[src/dop_pkg.sv]
// Purpose: Constants and types for the DNP3 outstation protocol handler.
// Assumes: 125 MHz clock, classic Wishbone register access.
// Notes: Overview of operation follows.
// Overview of operation
// Serial characters are 8 data, no parity, one stop.
// Line rate selectable 9600, 19200, 38400, 57600.
// Master frames arrive with direction and primary set.
// Responses go out with direction clear, primary set.
// Acknowledgments go out with direction and primary clear.
// Confirmed traffic needs link reset; unconfirmed always allowed.
// Confirmed data: acknowledge first, then unconfirmed reply.
// Unconfirmed data: reply unconfirmed, no acknowledgment.
// Station address 0 to 247, plus all-stations 65535.
// Transport header must mark first and final.
// Application control must mark first and final.
// Read honoured on outputs, counters, analogs, class.
// Binary output variation 0 answered as variation 2.
// Counter variation 0 answered as variation 4.
// Write accepted only on internal indications object.
// Direct operate point 0 clears energy, strict settings.
// No-ack operate point 1 switches to Modbus, strict.
// Every application reply uses response function 129.
// Output point 0 reads 1 during energy reset.
// Output point 1 reads 1 open, 0 energized.
// Modbus switch leaves stored setting; reset restores DNP.
// Only the listed objects and variations are supported.
// Analog input variation 0 answered as variation 5.
// Class 0 returns analogs, counters, outputs headers.
// Restart bit set on reset, cleared by write.
// Frames for other addresses are silently dropped.
// Unsupported requests rejected without any state change.
package dop_pkg;
  localparam int CLK_HZ = 125_000_000;
  localparam int DIVW = 14;
  localparam logic [DIVW-1:0] DIV_9600 = DIVW'((CLK_HZ + 4800) / 9600);
  localparam logic [DIVW-1:0] DIV_19200 = DIVW'((CLK_HZ + 9600) / 19200);
  localparam logic [DIVW-1:0] DIV_38400 = DIVW'((CLK_HZ + 19200) / 38400);
  localparam logic [DIVW-1:0] DIV_57600 = DIVW'((CLK_HZ + 28800) / 57600);
  localparam logic [7:0] REG_CFG = 8'h00;
  localparam logic [7:0] REG_STS = 8'h04;
  localparam logic [7:0] REG_CNT = 8'h08;
  localparam logic [7:0] MAX_STATION = 8'hf7;
  localparam logic [15:0] BCAST = 16'hffff;
  localparam logic [7:0] SYNC0 = 8'h05;
  localparam logic [7:0] SYNC1 = 8'h64;
  localparam logic [7:0] LINK_HDR_LEN = 8'h05;
  localparam logic [7:0] CTRL_ACK = 8'h00;
  localparam logic [7:0] CTRL_RSP = 8'h44;
  localparam logic [3:0] LF_RESET = 4'h0;
  localparam logic [3:0] LF_CONF = 4'h3;
  localparam logic [3:0] LF_UNCONF = 4'h4;
  localparam logic [7:0] AF_READ = 8'h01;
  localparam logic [7:0] AF_WRITE = 8'h02;
  localparam logic [7:0] AF_DOP = 8'h05;
  localparam logic [7:0] AF_DOPNA = 8'h06;
  localparam logic [7:0] AF_RSP = 8'h81;
  localparam logic [7:0] G_BO = 8'h0a;
  localparam logic [7:0] G_CROB = 8'h0c;
  localparam logic [7:0] G_CNT = 8'h14;
  localparam logic [7:0] G_AI = 8'h1e;
  localparam logic [7:0] G_CLASS = 8'h3c;
  localparam logic [7:0] G_IIN = 8'h50;
  localparam logic [7:0] Q_RANGE = 8'h00;
  localparam logic [7:0] Q_CNT8 = 8'h17;
  localparam logic [7:0] CROB_CODE = 8'h01;
  localparam logic [31:0] CROB_ON = 32'h0000_0001;
  localparam logic [7:0] IIN2_FUNC = 8'h01;
  localparam logic [7:0] IIN2_OBJ = 8'h02;
  localparam logic [7:0] IIN2_PARAM = 8'h04;
  localparam logic [39:0] HDR_BO = 40'h0a_02_00_00_01;
  localparam logic [39:0] HDR_CNT = 40'h14_04_00_00_04;
  localparam logic [39:0] HDR_AI = 40'h1e_05_00_00_1f;
  localparam logic [15:0] CRC_POLY = 16'ha6bc;
  localparam int RXD_DEPTH = 24;
  localparam int BLK = 16;

  typedef struct packed {
    logic [1:0] baud;
    logic [7:0] station;
  } dop_cfg_t;

  typedef struct packed {
    logic modbus;
    logic ebusy;
    logic link_ok;
    logic restart;
  } dop_sts_t;

  localparam dop_cfg_t CFG_RST = '{baud: 2'h0, station: 8'h01};

  typedef enum logic [1:0] {
    SER_IDLE = 2'b00,
    SER_START = 2'b01,
    SER_DATA = 2'b11,
    SER_STOP = 2'b10
  } dop_ser_t;

  typedef enum logic [1:0] {
    TS_IDLE = 2'b00,
    TS_HDR = 2'b01,
    TS_DAT = 2'b11
  } dop_ts_t;

  typedef enum logic [2:0] {
    RK_NULL = 3'd0,
    RK_BO = 3'd1,
    RK_CNT = 3'd2,
    RK_AI = 3'd3,
    RK_C0 = 3'd4
  } dop_kind_t;
endpackage

[src/dop_outstation.sv]
// Purpose: DNP3 outstation link, transport and application handler on RS485.
// Assumes: Half duplex bus; master waits for the reply before polling again.
// Notes: Point values come from elsewhere; replies carry object headers, plus the two output point states.
`timescale 1ns/1ps
module dop_outstation
  import dop_pkg::*;
#(
  parameter int RXD = RXD_DEPTH,
  parameter int CLK_FREQ = CLK_HZ
) (
  input wire logic clk_i,
  input wire logic rst_i,
  input wire logic ce_i,
  input wire logic wb_cyc_i,
  input wire logic wb_stb_i,
  input wire logic wb_we_i,
  input wire logic [31:0] wb_adr_i,
  input wire logic [3:0] wb_sel_i,
  input wire logic [31:0] wb_dat_i,
  output logic [31:0] wb_dat_o,
  output logic wb_ack_o,
  input wire logic rx_i,
  output logic tx_o,
  output logic tx_en_o,
  input wire logic energy_done_i,
  output logic energy_clr_o,
  output logic modbus_mode_o
);
  function automatic logic [15:0] crc_step(input logic [15:0] c, input logic [7:0] b);
    logic [15:0] r;
    r = c ^ {8'h00, b};
    for (int k = 0; k < 8; k++) begin
      r = r[0] ? ((r >> 1) ^ CRC_POLY) : (r >> 1);
    end
    return r;
  endfunction

  // Rounded to nearest so every rate stays within a fraction of a cycle
  function automatic logic [DIVW-1:0] baud_div(input int rate);
    return DIVW'((CLK_FREQ + rate / 2) / rate);
  endfunction

  function automatic logic [7:0] hdr_byte(input logic [39:0] h, input logic [4:0] j);
    return h[8*(4-j) +: 8];
  endfunction

  function automatic logic [7:0] rsp_len(input dop_kind_t k);
    unique case (k)
      RK_BO: return 8'd12;
      RK_CNT: return 8'd10;
      RK_AI: return 8'd10;
      RK_C0: return 8'd22;
      default: return 8'd5;
    endcase
  endfunction

  logic ack_ff;
  logic [31:0] dat_ff;
  dop_cfg_t cfg_ff;
  dop_sts_t sts_ff;
  logic [15:0] frm_cnt_ff;
  logic [2:0] rx_s_ff;
  logic rx_lvl_ff;
  dop_ser_t rs_ff;
  logic [DIVW-1:0] rcnt_ff;
  logic [2:0] rbit_ff;
  logic [7:0] rsh_ff;
  logic rvld_ff;
  logic [3:0] pos_ff;
  logic [7:0] len_ff;
  logic [7:0] ctl_ff;
  logic [15:0] dst_ff;
  logic [15:0] src_ff;
  logic [4:0] dcnt_ff;
  logic [4:0] blk_ff;
  logic crc1_ff;
  logic done_ff;
  logic [7:0] rx_d_ff [RXD];
  dop_ts_t ts_ff;
  logic [3:0] tpos_ff;
  logic [4:0] tdc_ff;
  logic [4:0] tblk_ff;
  logic [1:0] tcp_ff;
  logic [15:0] tcrc_ff;
  logic t_isdat_ff;
  logic t_pend_ff;
  logic [15:0] t_dst_ff;
  dop_kind_t t_kind_ff;
  logic [7:0] t_iin2_ff;
  logic [3:0] t_aseq_ff;
  logic [5:0] t_seq_ff;
  dop_ser_t tu_ff;
  logic [DIVW-1:0] tcnt_ff;
  logic [2:0] tbit_ff;
  logic [7:0] tsh_ff;
  logic tbusy_ff;
  logic tx_ff;
  logic txen_ff;

  logic wb_req;
  logic cfg_wr;
  logic [DIVW-1:0] bit_div;
  logic [7:0] ndata;
  logic hit;
  logic bcast;
  logic app_ok;
  logic crob_ok;
  logic go_ack;
  logic go_app;
  logic reply;
  logic a_link;
  logic a_clr;
  logic a_eng;
  logic a_mb;
  dop_kind_t kind;
  logic [7:0] iin2;
  logic ld;
  logic [7:0] tbyte;
  logic [4:0] tnd;

  assign wb_req = wb_cyc_i & wb_stb_i & ~ack_ff;
  // Write lands on the edge at which the master sees ack high
  assign cfg_wr = ce_i & wb_cyc_i & wb_stb_i & ack_ff & wb_we_i & (wb_adr_i[7:0] == REG_CFG);

  // Register bus: one wait state, unmapped reads return zero
  always_ff @(posedge clk_i) begin
    if (rst_i) begin
      ack_ff <= 1'b0;
      dat_ff <= 32'h0;
    end else if (ce_i) begin
      ack_ff <= wb_req;
      if (wb_req) begin
        unique case (wb_adr_i[7:0])
          REG_CFG: dat_ff <= {22'h0, cfg_ff.baud, cfg_ff.station};
          REG_STS: dat_ff <= {28'h0, sts_ff};
          REG_CNT: dat_ff <= {16'h0, frm_cnt_ff};
          default: dat_ff <= 32'h0;
        endcase
      end
    end
  end

  always_ff @(posedge clk_i) begin
    if (rst_i) begin
      cfg_ff <= CFG_RST;
    end else if (cfg_wr) begin
      // Out-of-range station values are dropped, old address kept
      if (wb_sel_i[0] && wb_dat_i[7:0] <= MAX_STATION) begin
        cfg_ff.station <= wb_dat_i[7:0];
      end
      if (wb_sel_i[1]) begin
        cfg_ff.baud <= wb_dat_i[9:8];
      end
    end
  end

  always_comb begin
    unique case (cfg_ff.baud)
      2'd0: bit_div = baud_div(9600);
      2'd1: bit_div = baud_div(19200);
      2'd2: bit_div = baud_div(38400);
      default: bit_div = baud_div(57600);
    endcase
  end

  // Bus pin: three stages, level moves once the last two agree
  always_ff @(posedge clk_i) begin
    if (rst_i) begin
      rx_s_ff <= 3'b111;
      rx_lvl_ff <= 1'b1;
    end else if (ce_i) begin
      rx_s_ff <= {rx_s_ff[1:0], rx_i};
      if (rx_s_ff[1] == rx_s_ff[2]) begin
        rx_lvl_ff <= rx_s_ff[2];
      end
    end
  end

  // Character receiver, sampled mid-bit
  always_ff @(posedge clk_i) begin
    if (rst_i) begin
      rs_ff <= SER_IDLE;
      rcnt_ff <= '0;
      rbit_ff <= 3'h0;
      rsh_ff <= 8'h0;
      rvld_ff <= 1'b0;
    end else if (ce_i) begin
      rvld_ff <= 1'b0;
      if (rs_ff != SER_IDLE && rcnt_ff != '0) begin
        rcnt_ff <= rcnt_ff - 1'b1;
      end else begin
        unique case (rs_ff)
          SER_IDLE: if (!rx_lvl_ff) begin
            rcnt_ff <= bit_div >> 1;
            rs_ff <= SER_START;
          end
          SER_START: begin
            rcnt_ff <= bit_div - 1'b1;
            rbit_ff <= 3'h0;
            rs_ff <= rx_lvl_ff ? SER_IDLE : SER_DATA;
          end
          SER_DATA: begin
            rsh_ff <= {rx_lvl_ff, rsh_ff[7:1]};
            rcnt_ff <= bit_div - 1'b1;
            rbit_ff <= rbit_ff + 1'b1;
            if (rbit_ff == 3'd7) begin
              rs_ff <= SER_STOP;
            end
          end
          SER_STOP: begin
            rvld_ff <= rx_lvl_ff;
            rs_ff <= SER_IDLE;
          end
        endcase
      end
    end
  end

  assign ndata = len_ff - LINK_HDR_LEN;

  // Frame collector; a broken sync pattern restarts the hunt
  always_ff @(posedge clk_i) begin
    if (rst_i) begin
      pos_ff <= 4'h0;
      len_ff <= 8'h0;
      ctl_ff <= 8'h0;
      dst_ff <= 16'h0;
      src_ff <= 16'h0;
      dcnt_ff <= 5'h0;
      blk_ff <= 5'h0;
      crc1_ff <= 1'b0;
      done_ff <= 1'b0;
    end else if (ce_i) begin
      done_ff <= 1'b0;
      if (rvld_ff) begin
        pos_ff <= pos_ff + 1'b1;
        unique case (pos_ff)
          4'd0: if (rsh_ff != SYNC0) pos_ff <= 4'd0;
          4'd1: if (rsh_ff != SYNC1) pos_ff <= (rsh_ff == SYNC0) ? 4'd1 : 4'd0;
          4'd2: begin
            len_ff <= rsh_ff;
            if (rsh_ff < LINK_HDR_LEN) pos_ff <= 4'd0;
          end
          4'd3: ctl_ff <= rsh_ff;
          4'd4: dst_ff[7:0] <= rsh_ff;
          4'd5: dst_ff[15:8] <= rsh_ff;
          4'd6: src_ff[7:0] <= rsh_ff;
          4'd7: src_ff[15:8] <= rsh_ff;
          4'd8: ;
          4'd9: begin
            dcnt_ff <= 5'h0;
            blk_ff <= 5'h0;
            crc1_ff <= 1'b0;
            if (ndata == 8'h0) begin
              done_ff <= 1'b1;
              pos_ff <= 4'd0;
            end
          end
          default: begin
            pos_ff <= 4'd10;
            if (!crc1_ff && blk_ff != 5'(BLK) && {3'h0, dcnt_ff} != ndata) begin
              if (int'(dcnt_ff) < RXD) rx_d_ff[dcnt_ff] <= rsh_ff;
              dcnt_ff <= dcnt_ff + 1'b1;
              blk_ff <= blk_ff + 1'b1;
            end else if (!crc1_ff) begin
              crc1_ff <= 1'b1;
            end else begin
              crc1_ff <= 1'b0;
              blk_ff <= 5'h0;
              if ({3'h0, dcnt_ff} == ndata) begin
                done_ff <= 1'b1;
                pos_ff <= 4'd0;
              end
            end
          end
        endcase
      end
    end
  end

  assign bcast = dst_ff == BCAST;
  assign hit = (dst_ff == {8'h00, cfg_ff.station}) | bcast;
  assign app_ok = (ndata >= 8'd6) && (rx_d_ff[0][7:6] == 2'b11)
                  && (rx_d_ff[1][7:6] == 2'b11);
  assign crob_ok = (rx_d_ff[3] == G_CROB) && (rx_d_ff[4] == 8'h01) && (rx_d_ff[5] == Q_CNT8)
                   && (rx_d_ff[6] == 8'h01) && (rx_d_ff[8] == CROB_CODE) && (rx_d_ff[9] == 8'h01)
                   && ({rx_d_ff[13], rx_d_ff[12], rx_d_ff[11], rx_d_ff[10]} == CROB_ON)
                   && ({rx_d_ff[17], rx_d_ff[16], rx_d_ff[15], rx_d_ff[14]} == 32'h0);

  // Request decode; frames arriving mid-transmit are lost
  always_comb begin
    go_ack = 1'b0;
    go_app = 1'b0;
    reply = 1'b0;
    a_link = 1'b0;
    a_clr = 1'b0;
    a_eng = 1'b0;
    a_mb = 1'b0;
    kind = RK_NULL;
    iin2 = 8'h0;
    if (done_ff && hit && ctl_ff[7] && ctl_ff[6] && !sts_ff.modbus && ts_ff == TS_IDLE) begin
      unique case (ctl_ff[3:0])
        LF_RESET: begin
          a_link = 1'b1;
          go_ack = ~bcast;
        end
        LF_CONF: if (sts_ff.link_ok) begin
          go_ack = ~bcast;
          go_app = 1'b1;
        end
        LF_UNCONF: go_app = 1'b1;
        default: ;
      endcase
    end
    if (go_app && app_ok) begin
      reply = ~bcast;
      unique case (rx_d_ff[2])
        AF_READ: begin
          unique case (rx_d_ff[3])
            G_BO: if (rx_d_ff[4] == 8'h0 || rx_d_ff[4] == 8'h2) kind = RK_BO;
                  else iin2 = IIN2_OBJ;
            G_CNT: if (rx_d_ff[4] == 8'h0 || rx_d_ff[4] == 8'h4) kind = RK_CNT;
                   else iin2 = IIN2_OBJ;
            G_AI: if (rx_d_ff[4] == 8'h0 || rx_d_ff[4] == 8'h5) kind = RK_AI;
                  else iin2 = IIN2_OBJ;
            G_CLASS: if (rx_d_ff[4] == 8'h0 || rx_d_ff[4] == 8'h1) kind = RK_C0;
                     else iin2 = IIN2_OBJ;
            default: iin2 = IIN2_OBJ;
          endcase
        end
        AF_WRITE: begin
          if (rx_d_ff[3] == G_IIN && rx_d_ff[4] == 8'h01 && rx_d_ff[5] == Q_RANGE
              && rx_d_ff[6] == 8'h0 && rx_d_ff[7] == 8'h0 && !rx_d_ff[8][0]) begin
            a_clr = 1'b1;
          end else begin
            iin2 = IIN2_PARAM;
          end
        end
        AF_DOP: if (crob_ok && rx_d_ff[7] == 8'h0) a_eng = 1'b1;
                else iin2 = IIN2_PARAM;
        AF_DOPNA: begin
          reply = 1'b0;
          if (crob_ok && rx_d_ff[7] == 8'h1) a_mb = 1'b1;
        end
        default: iin2 = IIN2_FUNC;
      endcase
    end
  end

  // Protocol state; setting always beats clearing in the same cycle
  always_ff @(posedge clk_i) begin
    if (rst_i) begin
      sts_ff <= '{modbus: 1'b0, ebusy: 1'b0, link_ok: 1'b0, restart: 1'b1};
      frm_cnt_ff <= 16'h0;
    end else if (ce_i) begin
      if (a_link) sts_ff.link_ok <= 1'b1;
      else if (cfg_wr) sts_ff.link_ok <= 1'b0;
      if (a_clr) sts_ff.restart <= 1'b0;
      if (a_eng) sts_ff.ebusy <= 1'b1;
      else if (energy_done_i) sts_ff.ebusy <= 1'b0;
      if (a_mb) sts_ff.modbus <= 1'b1;
      if (go_ack || go_app || a_link) frm_cnt_ff <= frm_cnt_ff + 1'b1;
    end
  end

  assign energy_clr_o = sts_ff.ebusy;
  assign modbus_mode_o = sts_ff.modbus;

  assign tnd = 5'(rsp_len(t_kind_ff));

  // Outgoing byte; the body is rebuilt from latched request facts
  always_comb begin
    tbyte = 8'h00;
    if (ts_ff == TS_HDR) begin
      unique case (tpos_ff)
        4'd0: tbyte = SYNC0;
        4'd1: tbyte = SYNC1;
        4'd2: tbyte = LINK_HDR_LEN + (t_isdat_ff ? {3'h0, tnd} : 8'h0);
        4'd3: tbyte = t_isdat_ff ? CTRL_RSP : CTRL_ACK;
        4'd4: tbyte = t_dst_ff[7:0];
        4'd5: tbyte = t_dst_ff[15:8];
        4'd6: tbyte = cfg_ff.station;
        4'd7: tbyte = 8'h00;
        4'd8: tbyte = ~tcrc_ff[7:0];
        default: tbyte = ~tcrc_ff[15:8];
      endcase
    end else if (tcp_ff == 2'd1) begin
      tbyte = ~tcrc_ff[7:0];
    end else if (tcp_ff == 2'd2) begin
      tbyte = ~tcrc_ff[15:8];
    end else begin
      unique case (tdc_ff)
        5'd0: tbyte = {2'b11, t_seq_ff};
        5'd1: tbyte = {4'hc, t_aseq_ff};
        5'd2: tbyte = AF_RSP;
        5'd3: tbyte = {sts_ff.restart, 7'h0};
        5'd4: tbyte = t_iin2_ff;
        default: begin
          unique case (t_kind_ff)
            RK_CNT: tbyte = hdr_byte(HDR_CNT, tdc_ff - 5'd5);
            RK_AI: tbyte = hdr_byte(HDR_AI, tdc_ff - 5'd5);
            RK_BO: tbyte = (tdc_ff < 5'd10) ? hdr_byte(HDR_BO, tdc_ff - 5'd5)
                         : (tdc_ff == 5'd10) ? {sts_ff.ebusy, 7'h01}
                         : {~sts_ff.modbus, 7'h01};
            RK_C0: tbyte = (tdc_ff < 5'd10) ? hdr_byte(HDR_AI, tdc_ff - 5'd5)
                         : (tdc_ff < 5'd15) ? hdr_byte(HDR_CNT, tdc_ff - 5'd10)
                         : (tdc_ff < 5'd20) ? hdr_byte(HDR_BO, tdc_ff - 5'd15)
                         : (tdc_ff == 5'd20) ? {sts_ff.ebusy, 7'h01}
                         : {~sts_ff.modbus, 7'h01};
            default: tbyte = 8'h00;
          endcase
        end
      endcase
    end
  end

  assign ld = (ts_ff != TS_IDLE) & ~tbusy_ff;

  // Frame sequencer: acknowledgment first, queued reply after it
  always_ff @(posedge clk_i) begin
    if (rst_i) begin
      ts_ff <= TS_IDLE;
      tpos_ff <= 4'h0;
      tdc_ff <= 5'h0;
      tblk_ff <= 5'h0;
      tcp_ff <= 2'h0;
      tcrc_ff <= 16'h0;
      t_isdat_ff <= 1'b0;
      t_pend_ff <= 1'b0;
      t_dst_ff <= 16'h0;
      t_kind_ff <= RK_NULL;
      t_iin2_ff <= 8'h0;
      t_aseq_ff <= 4'h0;
      t_seq_ff <= 6'h0;
    end else if (ce_i) begin
      if (go_ack || reply) begin
        ts_ff <= TS_HDR;
        tpos_ff <= 4'h0;
        t_isdat_ff <= ~go_ack;
        t_pend_ff <= go_ack & reply;
        t_dst_ff <= src_ff;
        t_kind_ff <= kind;
        t_iin2_ff <= iin2;
        t_aseq_ff <= rx_d_ff[1][3:0];
      end else if (ld) begin
        if (ts_ff == TS_HDR ? tpos_ff == 4'd9 : tcp_ff == 2'd2) tcrc_ff <= 16'h0;
        else if (ts_ff == TS_HDR ? tpos_ff < 4'd8 : tcp_ff == 2'd0) tcrc_ff <= crc_step(tcrc_ff, tbyte);
        if (ts_ff == TS_HDR) begin
          tpos_ff <= tpos_ff + 1'b1;
          tdc_ff <= 5'h0;
          tblk_ff <= 5'h0;
          tcp_ff <= 2'h0;
          if (tpos_ff == 4'd9) begin
            if (t_isdat_ff) ts_ff <= TS_DAT;
            else if (t_pend_ff) begin
              t_pend_ff <= 1'b0;
              t_isdat_ff <= 1'b1;
              tpos_ff <= 4'h0;
            end else ts_ff <= TS_IDLE;
          end
        end else if (tcp_ff == 2'd0) begin
          tdc_ff <= tdc_ff + 1'b1;
          tblk_ff <= tblk_ff + 1'b1;
          if (tdc_ff + 5'd1 == tnd || tblk_ff == 5'(BLK - 1)) tcp_ff <= 2'd1;
        end else if (tcp_ff == 2'd1) begin
          tcp_ff <= 2'd2;
        end else begin
          tcp_ff <= 2'd0;
          tblk_ff <= 5'h0;
          if (tdc_ff == tnd) begin
            ts_ff <= TS_IDLE;
            t_seq_ff <= t_seq_ff + 1'b1;
          end
        end
      end
    end
  end

  // Character transmitter, 8N1
  always_ff @(posedge clk_i) begin
    if (rst_i) begin
      tu_ff <= SER_IDLE;
      tcnt_ff <= '0;
      tbit_ff <= 3'h0;
      tsh_ff <= 8'h0;
      tbusy_ff <= 1'b0;
      tx_ff <= 1'b1;
      txen_ff <= 1'b0;
    end else if (ce_i) begin
      txen_ff <= (ts_ff != TS_IDLE) | tbusy_ff;
      if (tu_ff == SER_IDLE) begin
        if (ld) begin
          tsh_ff <= tbyte;
          tbusy_ff <= 1'b1;
          tu_ff <= SER_START;
          tcnt_ff <= bit_div - 1'b1;
          tx_ff <= 1'b0;
        end
      end else if (tcnt_ff != '0) begin
        tcnt_ff <= tcnt_ff - 1'b1;
      end else begin
        tcnt_ff <= bit_div - 1'b1;
        unique case (tu_ff)
          SER_START: begin
            tx_ff <= tsh_ff[0];
            tsh_ff <= tsh_ff >> 1;
            tbit_ff <= 3'h0;
            tu_ff <= SER_DATA;
          end
          SER_DATA: begin
            tbit_ff <= tbit_ff + 1'b1;
            tx_ff <= (tbit_ff == 3'd7) ? 1'b1 : tsh_ff[0];
            tsh_ff <= tsh_ff >> 1;
            if (tbit_ff == 3'd7) tu_ff <= SER_STOP;
          end
          default: begin
            tbusy_ff <= 1'b0;
            tu_ff <= SER_IDLE;
          end
        endcase
      end
    end
  end

  assign wb_ack_o = ack_ff;
  assign wb_dat_o = dat_ff;
  assign tx_o = tx_ff;
  assign tx_en_o = txen_ff;
endmodule

[config.mk]
export PLATFORM = sky130hd
export DESIGN_NAME = dop_outstation
export DESIGN_NICKNAME = d
export VERILOG_FILES = /design/src/dop_pkg.sv /design/src/dop_outstation.sv
export SDC_FILE = /design/constraint.sdc
export NUM_CORES = 1
export LEC_CHECK = 0
export ABC_CLOCK_PERIOD_IN_PS = 5700
export BUFFER_PORTS_ARGS = -buffer_cell sky130_fd_sc_hd__buf_2
export CORE_UTILIZATION = 63
export CTS_BUF_LIST = sky130_fd_sc_hd__clkbuf_4 sky130_fd_sc_hd__clkbuf_8
export DETAILED_ROUTE_END_ITERATION = 8
export GPL_TIMING_DRIVEN = 0
export HOLD_SLACK_MARGIN = 0.15
export MAX_ROUTING_LAYER = met4
export PLACE_DENSITY = 0.88
export SETUP_SLACK_MARGIN = 0.05
export SLEW_MARGIN = 20
export SYNTH_ARGS = -nofsm -noshare
export SYNTH_HDL_FRONTEND = slang
export SYNTH_SLANG_ARGS = --single-unit
[constraint.sdc]
create_clock -name clk_i -period 5.7 [get_ports clk_i]
set_input_delay 0.285 -clock clk_i [delete_from_list [all_inputs] [get_ports clk_i]]
set_output_delay 0.285 -clock clk_i [all_outputs]
set_load 0.01 [all_outputs]
==> results of run 1 <==
[metrics by stage]
step | setup slack (ns) | area [um^2] | util [%] | total power [uW]
CTS | 1.45 | 20700 | 71.8 | 5210
floorplan | 1.98 | 18600 | - | 2880
global placement | 1.51 | 19300 | 66.9 | 2920
global route | 1.17 | 20700 | 71.9 | 5340
detailed placement | 1.45 | 19300 | 66.9 | 2920
finish | 1.40 | 20700 | 71.9 | 5210
[logic make-up (layout without fill, tap and decap cells)]
family | Yosys count | in the layout | synth area share (%)
and+or+nand+nor | 850 | 850 | 22.2
other | 1 | 16 | 0.0202
adders and majority gates | 38 | 38 | 2.57
DFF | 375 | 375 | 47.8
muxes | 40 | 40 | 2.17
buffers and inverters | 178 | 353 | 4.07
AOI/OAI and AO/OA | 479 | 479 | 16.4
xor gates and xnor gates | 92 | 92 | 4.73
[worst max-delay path, cell delays in order (launching register included)]
cell and delay, ns:
dfxtp_1 0.53, inv_1 0.24, ha_1 0.38, nor2_1 0.19
or4_1 0.14, a21oi_1 0.08, or4_1 0.63, a211oi_1 0.44
a211oi_1 0.18, or3_4 0.43, a211o_1 0.35, nand3_1 0.11
or4b_1 0.43, o211ai_1 0.10
[synthesized netlist by cell type, types with 39 or more instances]
cell	number
a22oi_1	40
nand2_1	219
clkbuf_1	98
mux2i_1	39
nor4_1	39
edfxtp_1	136
inv_1	41
nor3_1	65
o21ai_0	82
xnor2_1	56
nand3_1	78
a21oi_1	177
nor2_1	241
dfxtp_1	239
[report_power, final]
group,switching [uW],internal [uW]
Clock,1090,1250
Combinational,84.9,37.0
Sequential,2.78,2760
[state kept, by name, indices dropped and copies added, names as in the netlist, 6 cells and up]
signal and cells:
wb_dat_o 16, t_seq_ff 6, src_ff 16, tcrc_ff 16, rcnt_ff 14, cfg_ff 10, t_dst_ff 16, rsh_ff 8
ctl_ff 6, tcnt_ff 14, len_ff 8, rx_d_ff 136, frm_cnt_ff 16, tsh_ff 8, dst_ff 16
[what timing repair did]
action	CTS	global route
endpoints found under the hold margin	14	0
hold buffers	19	0
setup buffers	0	0
[final timing paths]
path,from,end,slack (ns),cells after the start
hold reg to reg,tsh_ff[7],tsh_ff[7],0.45,2
setup reg to reg,tdc_ff[1],tcrc_ff[2],1.40,13
setup / recovery,tdc_ff[1],tcrc_ff[2],1.40,13
hold / removal,wb_sel_i[0],cfg_ff[5],0.22,5
[cell type report]
cell class | count | area, um^2
multi-input cells | 1515 | 8980
flip-flops and latches | 375 | 8870
fillers | 2031 | 8120
inverters | 46 | 173
repair buffers | 67 | 430
well taps | 384 | 480
clock inverters | 19 | 118
clock buffers | 89 | 1110
plain buffers | 132 | 582
[metal layers]
layer  GRT usage [%]  vias to the layer above  share of wire [%]
met5               -                        -                  0
li1                -                     7736                  -
met4            17.5                        0                4.6
met1            45.5                     8023                 39
met3            6.03                      200                9.9
met2            56.6                     1064                 46
==> results.sh, run 1 <==
export IMPL_run_status="finished clean"
export IMPL_required_ns=6.23
export IMPL_synth_seq_cells=375
export IMPL_hold_slack_ns=0.215
export IMPL_pin_count=113
export IMPL_syn_cell_area_um2=18500
export IMPL_globalRouteOverflowTotal=0
export IMPL_total_leakage_power_uw=0.00752
export IMPL_post_route_period_util_pct=75.4
export IMPL_grt_antenna_before_repair=0
export IMPL_place_inst=2500
export IMPL_synthDistinctLibCells=97
export IMPL_htree_num_levels=2
export IMPL_stdcell_count=2627
export IMPL_asyncSetResetFlopFracSynth_pct=0
export IMPL_routed_wire_length_mm=54.0
export IMPL_floorplan_die_area_um2=30100
export IMPL_post_cts_resize_count=0
export IMPL_worst_slew_pin_slew_ns=1.02
export IMPL_power_ir_vdd_worst_mv=0.276
export IMPL_die_width_um=174
export IMPL_report_final_setup_viol=0
export IMPL_worstPathMaxFanout=10
export IMPL_grt_first_pass_wirelength_mm=84.3
export IMPL_dr_pass1_iters=6
export IMPL_maxCapViolCount=0
export IMPL_clock_sinks=375
export IMPL_layout_common_cells="nor2_1 (241), dfxtp_1 (239), nand2_1 (219)"
export IMPL_drive_gt1_share_pct=9.45
export IMPL_floorplan_rows=62
export IMPL_fin_tns_setup_ns=0
export IMPL_final_critical_delay_including_setup_and_external_delays_ns=4.30
export IMPL_placement_io_buffers=48
export IMPL_critical_path_startpoint_type="register"
export IMPL_synth_ff_type="dfxtp_1"
export IMPL_final_max_slew_violation_count=0
export IMPL_timing_slew_headroom_pct=32.2
export IMPL_hold_viol=0
export IMPL_worst_clock_skew_ns=0.0306
export IMPL_post_dp_hpwl_mm=36.8
export IMPL_core_area_um2=28900
export IMPL_layout_area_growth_over_synthesis_pct=11.9
export IMPL_cts_buffers_inserted=57
export IMPL_die_height_um=174
export IMPL_drc=0
export IMPL_cp_end_kind="register"
export IMPL_fraction_of_post_synthesis_cell_area_in_the_top_cell_type_by_area_pct=25.8
export IMPL_first_global_vias=16114
export IMPL_post_synth_main_area_contributors="dfxtp_1 (26%), edfxtp_1 (22%), nor2_1 (4.9%)"
export IMPL_clockRootBuffer="clkbuf_8"
export IMPL_clk_insertion_delay_late_ns=0.62
export IMPL_power_density_nw_per_um2=251
export IMPL_finalWeightedCongestion=0.990
export IMPL_ant_diodes=0
export IMPL_initial_core_util_pct=64.2
export IMPL_hold_path_class="input port to register"
export IMPL_critical_path_class="register to register"
export IMPL_cell_count_after_synthesis=2053
export IMPL_tritoncts="done"
export IMPL_synth_sequential_area_ratio_pct=47.8
export IMPL_layout_commonest_cell="nor2_1"
export IMPL_cts_clk_slew_worst_paths_ns=0.07
export IMPL_route_antenna_remaining_nets=0
export IMPL_yosys_area_top_type="dfxtp_1"
export IMPL_first_iteration_detailed_routing_drc_count=2354
export IMPL_vias_per_cell=6.48
export IMPL_worst_ep_arrival_time_ns=4.83
export IMPL_synth_warning_count=0
export IMPL_timing_fmax_ghz=0.233
export IMPL_nets=2308
export IMPL_synth_enable_flop_cells=136
export IMPL_route_vias_total=17023
export IMPL_maximum_number_of_pins_on_one_net_before_global_route_repair=20
export IMPL_postSynthAreaPerCell_um2=9.03
export IMPL_clk_path_buf_depth=3
export IMPL_global_route_usage_total_pct=36.1
export IMPL_wl_per_cell_um=20.5
export IMPL_rsz0062_at_grt="no"
Power figures use the tool's default switching activity.
==> run 2, diff against run 1 <==
--- a/config.mk
+++ b/config.mk
@@ -5,15 +5,15 @@
 export SDC_FILE = /design/constraint.sdc
 export NUM_CORES = 1
 export LEC_CHECK = 0
-export ABC_CLOCK_PERIOD_IN_PS = 5700
+export ABC_CLOCK_PERIOD_IN_PS = 3600
 export BUFFER_PORTS_ARGS = -buffer_cell sky130_fd_sc_hd__buf_2
-export CORE_UTILIZATION = 63
+export CORE_UTILIZATION = 57
 export CTS_BUF_LIST = sky130_fd_sc_hd__clkbuf_4 sky130_fd_sc_hd__clkbuf_8
 export DETAILED_ROUTE_END_ITERATION = 8
 export GPL_TIMING_DRIVEN = 0
 export HOLD_SLACK_MARGIN = 0.15
 export MAX_ROUTING_LAYER = met4
-export PLACE_DENSITY = 0.88
+export PLACE_DENSITY = 0.84
 export SETUP_SLACK_MARGIN = 0.05
 export SLEW_MARGIN = 20
 export SYNTH_ARGS = -nofsm -noshare
==> constraint.sdc (replaced) <==
create_clock -name clk_i -period 3.6 [get_ports clk_i]
set_input_delay 0.18 -clock clk_i [delete_from_list [all_inputs] [get_ports clk_i]]
set_output_delay 0.18 -clock clk_i [all_outputs]
set_load 0.01 [all_outputs]
==> results.sh, run 2 (synthesis gave the netlist of run 1 again) <==
export IMPL_drive_gt1_share_pct=16.9
export IMPL_final_core_utilization_pct=69.8
export IMPL_clk_insertion_delay_late_ns=0.62
export IMPL_cts_clk_slew_worst_paths_ns=0.07
export IMPL_regMostFlops="rx_d_ff"
export IMPL_floorplan_die_area_um2=33200
export IMPL_route_vias_total=17174
export IMPL_post_dp_hpwl_mm=36.7
export IMPL_htree_num_levels=2
export IMPL_filler_cell_count=2291
export IMPL_initial_core_util_pct=58.3
export IMPL_nets=2364
export IMPL_final_critical_delay_including_setup_and_external_delays_ns=3.70
export IMPL_hold_viol=0
export IMPL_pin_count=113
export IMPL_first_iteration_detailed_routing_drc_count=2094
export IMPL_route_antenna_remaining_nets=0
export IMPL_die_height_um=182
export IMPL_floorplan_rows=65
export IMPL_worst_path_max_delay_cell="or4_4"
export IMPL_core_area_um2=31800
export IMPL_cp_end_kind="register"
export IMPL_ant_diodes=0
export IMPL_report_final_setup_viol=3
export IMPL_critPathMaxStageDelay_ns=0.58
export IMPL_globalRouteOverflowTotal=0
export IMPL_hold_path_class="input port to register"
export IMPL_layout_commonest_cell="dfxtp_1"
export IMPL_worst_slew_pin_slew_ns=1.08
export IMPL_maximum_number_of_pins_on_one_net_before_global_route_repair=20
export IMPL_power_ir_vdd_worst_mv=0.405
export IMPL_vias_per_cell=6.29
export IMPL_dr_pass1_iters=9
export IMPL_clock_sinks=375
export IMPL_placement_io_buffers=48
export IMPL_rsz0062_at_grt="yes"
export IMPL_wl_per_cell_um=20.5
export IMPL_finalWeightedCongestion=0.993
export IMPL_post_route_worst_setup_slack_ns=-0.0990
export IMPL_tritoncts="done"
export IMPL_global_route_usage_total_pct=33.8
export IMPL_power_density_nw_per_um2=371
export IMPL_clockRootBuffer="clkbuf_8"
export IMPL_largest_register_ffs=136
export IMPL_violated_checks="setup timing"
export IMPL_worstPathMaxFanout=4
export IMPL_critical_path_startpoint_type="register"
export IMPL_layout_area_growth_over_synthesis_pct=19.8
export IMPL_post_route_period_util_pct=103
export IMPL_required_ns=4.14
export IMPL_critical_path_class="register to register"
export IMPL_first_global_vias=16433
export IMPL_layout_common_cells="dfxtp_1 (231), nor2_1 (219), nand2_1 (211)"
export IMPL_maxCapViolCount=0
export IMPL_timing_slew_headroom_pct=27.7
export IMPL_worst_ep_arrival_time_ns=4.24
export IMPL_final_max_slew_violation_count=0
export IMPL_cts_buffers_inserted=58
export IMPL_die_width_um=182
export IMPL_drc=0
export IMPL_crit_chain="buf_8 > clkinvlp_4 > ha_4 > buf_4 > o22ai_1 > a21oi_2 > or4_4 > o41ai_4 > a211oi_2 > or3_4 > a211o_1 > nand3_2 > or4b_1 > o211ai_1"
export IMPL_total_leakage_power_uw=0.00802
export IMPL_timing_fmax_ghz=0.270
export IMPL_grt_antenna_before_repair=0
export IMPL_routed_wire_length_mm=56.1
export IMPL_clk_path_buf_depth=3
export IMPL_run_status="complete, but fails checks"
export IMPL_grt_first_pass_wirelength_mm=86.5
export IMPL_worst_clock_skew_ns=0.0218
export IMPL_dpl_worst_slack_ns=-0.534
[run 2: changes by cell type in the layout (fill, tap and decap cells not counted), moves of 9 or more]
| cell | delta |
|---|---|
| xnor2_1 | -12 |
| nor2_4 | +18 |
| nor2_1 | -22 |
| clkbuf_1 | -15 |
| buf_4 | +46 |
| ha_1 | -9 |
[run 2: stage by stage]
stage / hold WS, ns / area (um^2) / instances / total power (uW) / setup TNS, ns
3_5_place_dp: 0.396 / 19400 / 2551 / 4630 / -39.22
6_report: 0.205 / 22200 / 2729 / 8230 / -0.186
5_1_grt: 0.206 / 22200 / 2729 / 8430 / -1.51
3_3_place_gp: 0.397 / 19400 / 2551 / 4630 / -13.28
4_1_cts: 0.158 / 21500 / 2696 / 8210 / -0.0520
2_1_floorplan: 0.298 / 18600 / 2068 / 4560 / 0
[run 2: critical path: cells and delay by family, from the launching register on]
kind            cells  cell delay, ns
buf+inv             3            0.34
simple gates        4            1.48
flops               1            0.37
compound gates      6            1.24
fa+ha+maj           1            0.20
[run 2: what timing repair did]
action | 4_1_cts | 5_1_grt
endpoints found under the hold margin | 28 | 0
setup endpoints to repair | 187 | 206
pin swaps | 18 | 48
hold buffers | 26 | 0
resized for setup | 109 | 107
cloned | 0 | 0
setup buffers | 17 | 34
[run 2: area by class of cell]
type	count	area, um^2	area share, %
clock buffer	83	1030	4.64
timing repair buffer	125	911	4.10
tap	435	544	2.45
buffer	129	612	2.76
sequential	375	8890	40.0
clock inverter	21	153	0.688
multi-input combinational	1515	9880	44.5
inverter	46	186	0.840
[run 2: power breakdown]
group,leakage (uW),internal (uW),switching (uW)
combinational,0.00404,61.2,137
sequential,0.00335,4360,4.05
clock,0.000630,1980,1690
total,0.00802,6400,1830
[run 2: routing by layer]
layer  track usage (%)  share of wire, %  wire, um
met5                 -                 0         0
met4              14.2               4.0      2250
met3              5.45               8.8      4960
met2              55.0                47     26600
met1              41.9                40     22300
[run 2: path summary, 6_finish.rpt]
| kind | from | end | slack (ns) | depth (start not counted) |
|---|---|---|---|---|
| setup / recovery | tdc_ff[2] | tcrc_ff[2] | -0.1 | 14 |
| hold / removal | wb_adr_i[7] | wb_dat_o[4] | 0.20 | 8 |
| setup reg to reg | tdc_ff[2] | tcrc_ff[2] | -0.1 | 14 |
| hold reg to reg | t_iin2_ff[1] | t_iin2_ff[1] | 0.45 | 2 |
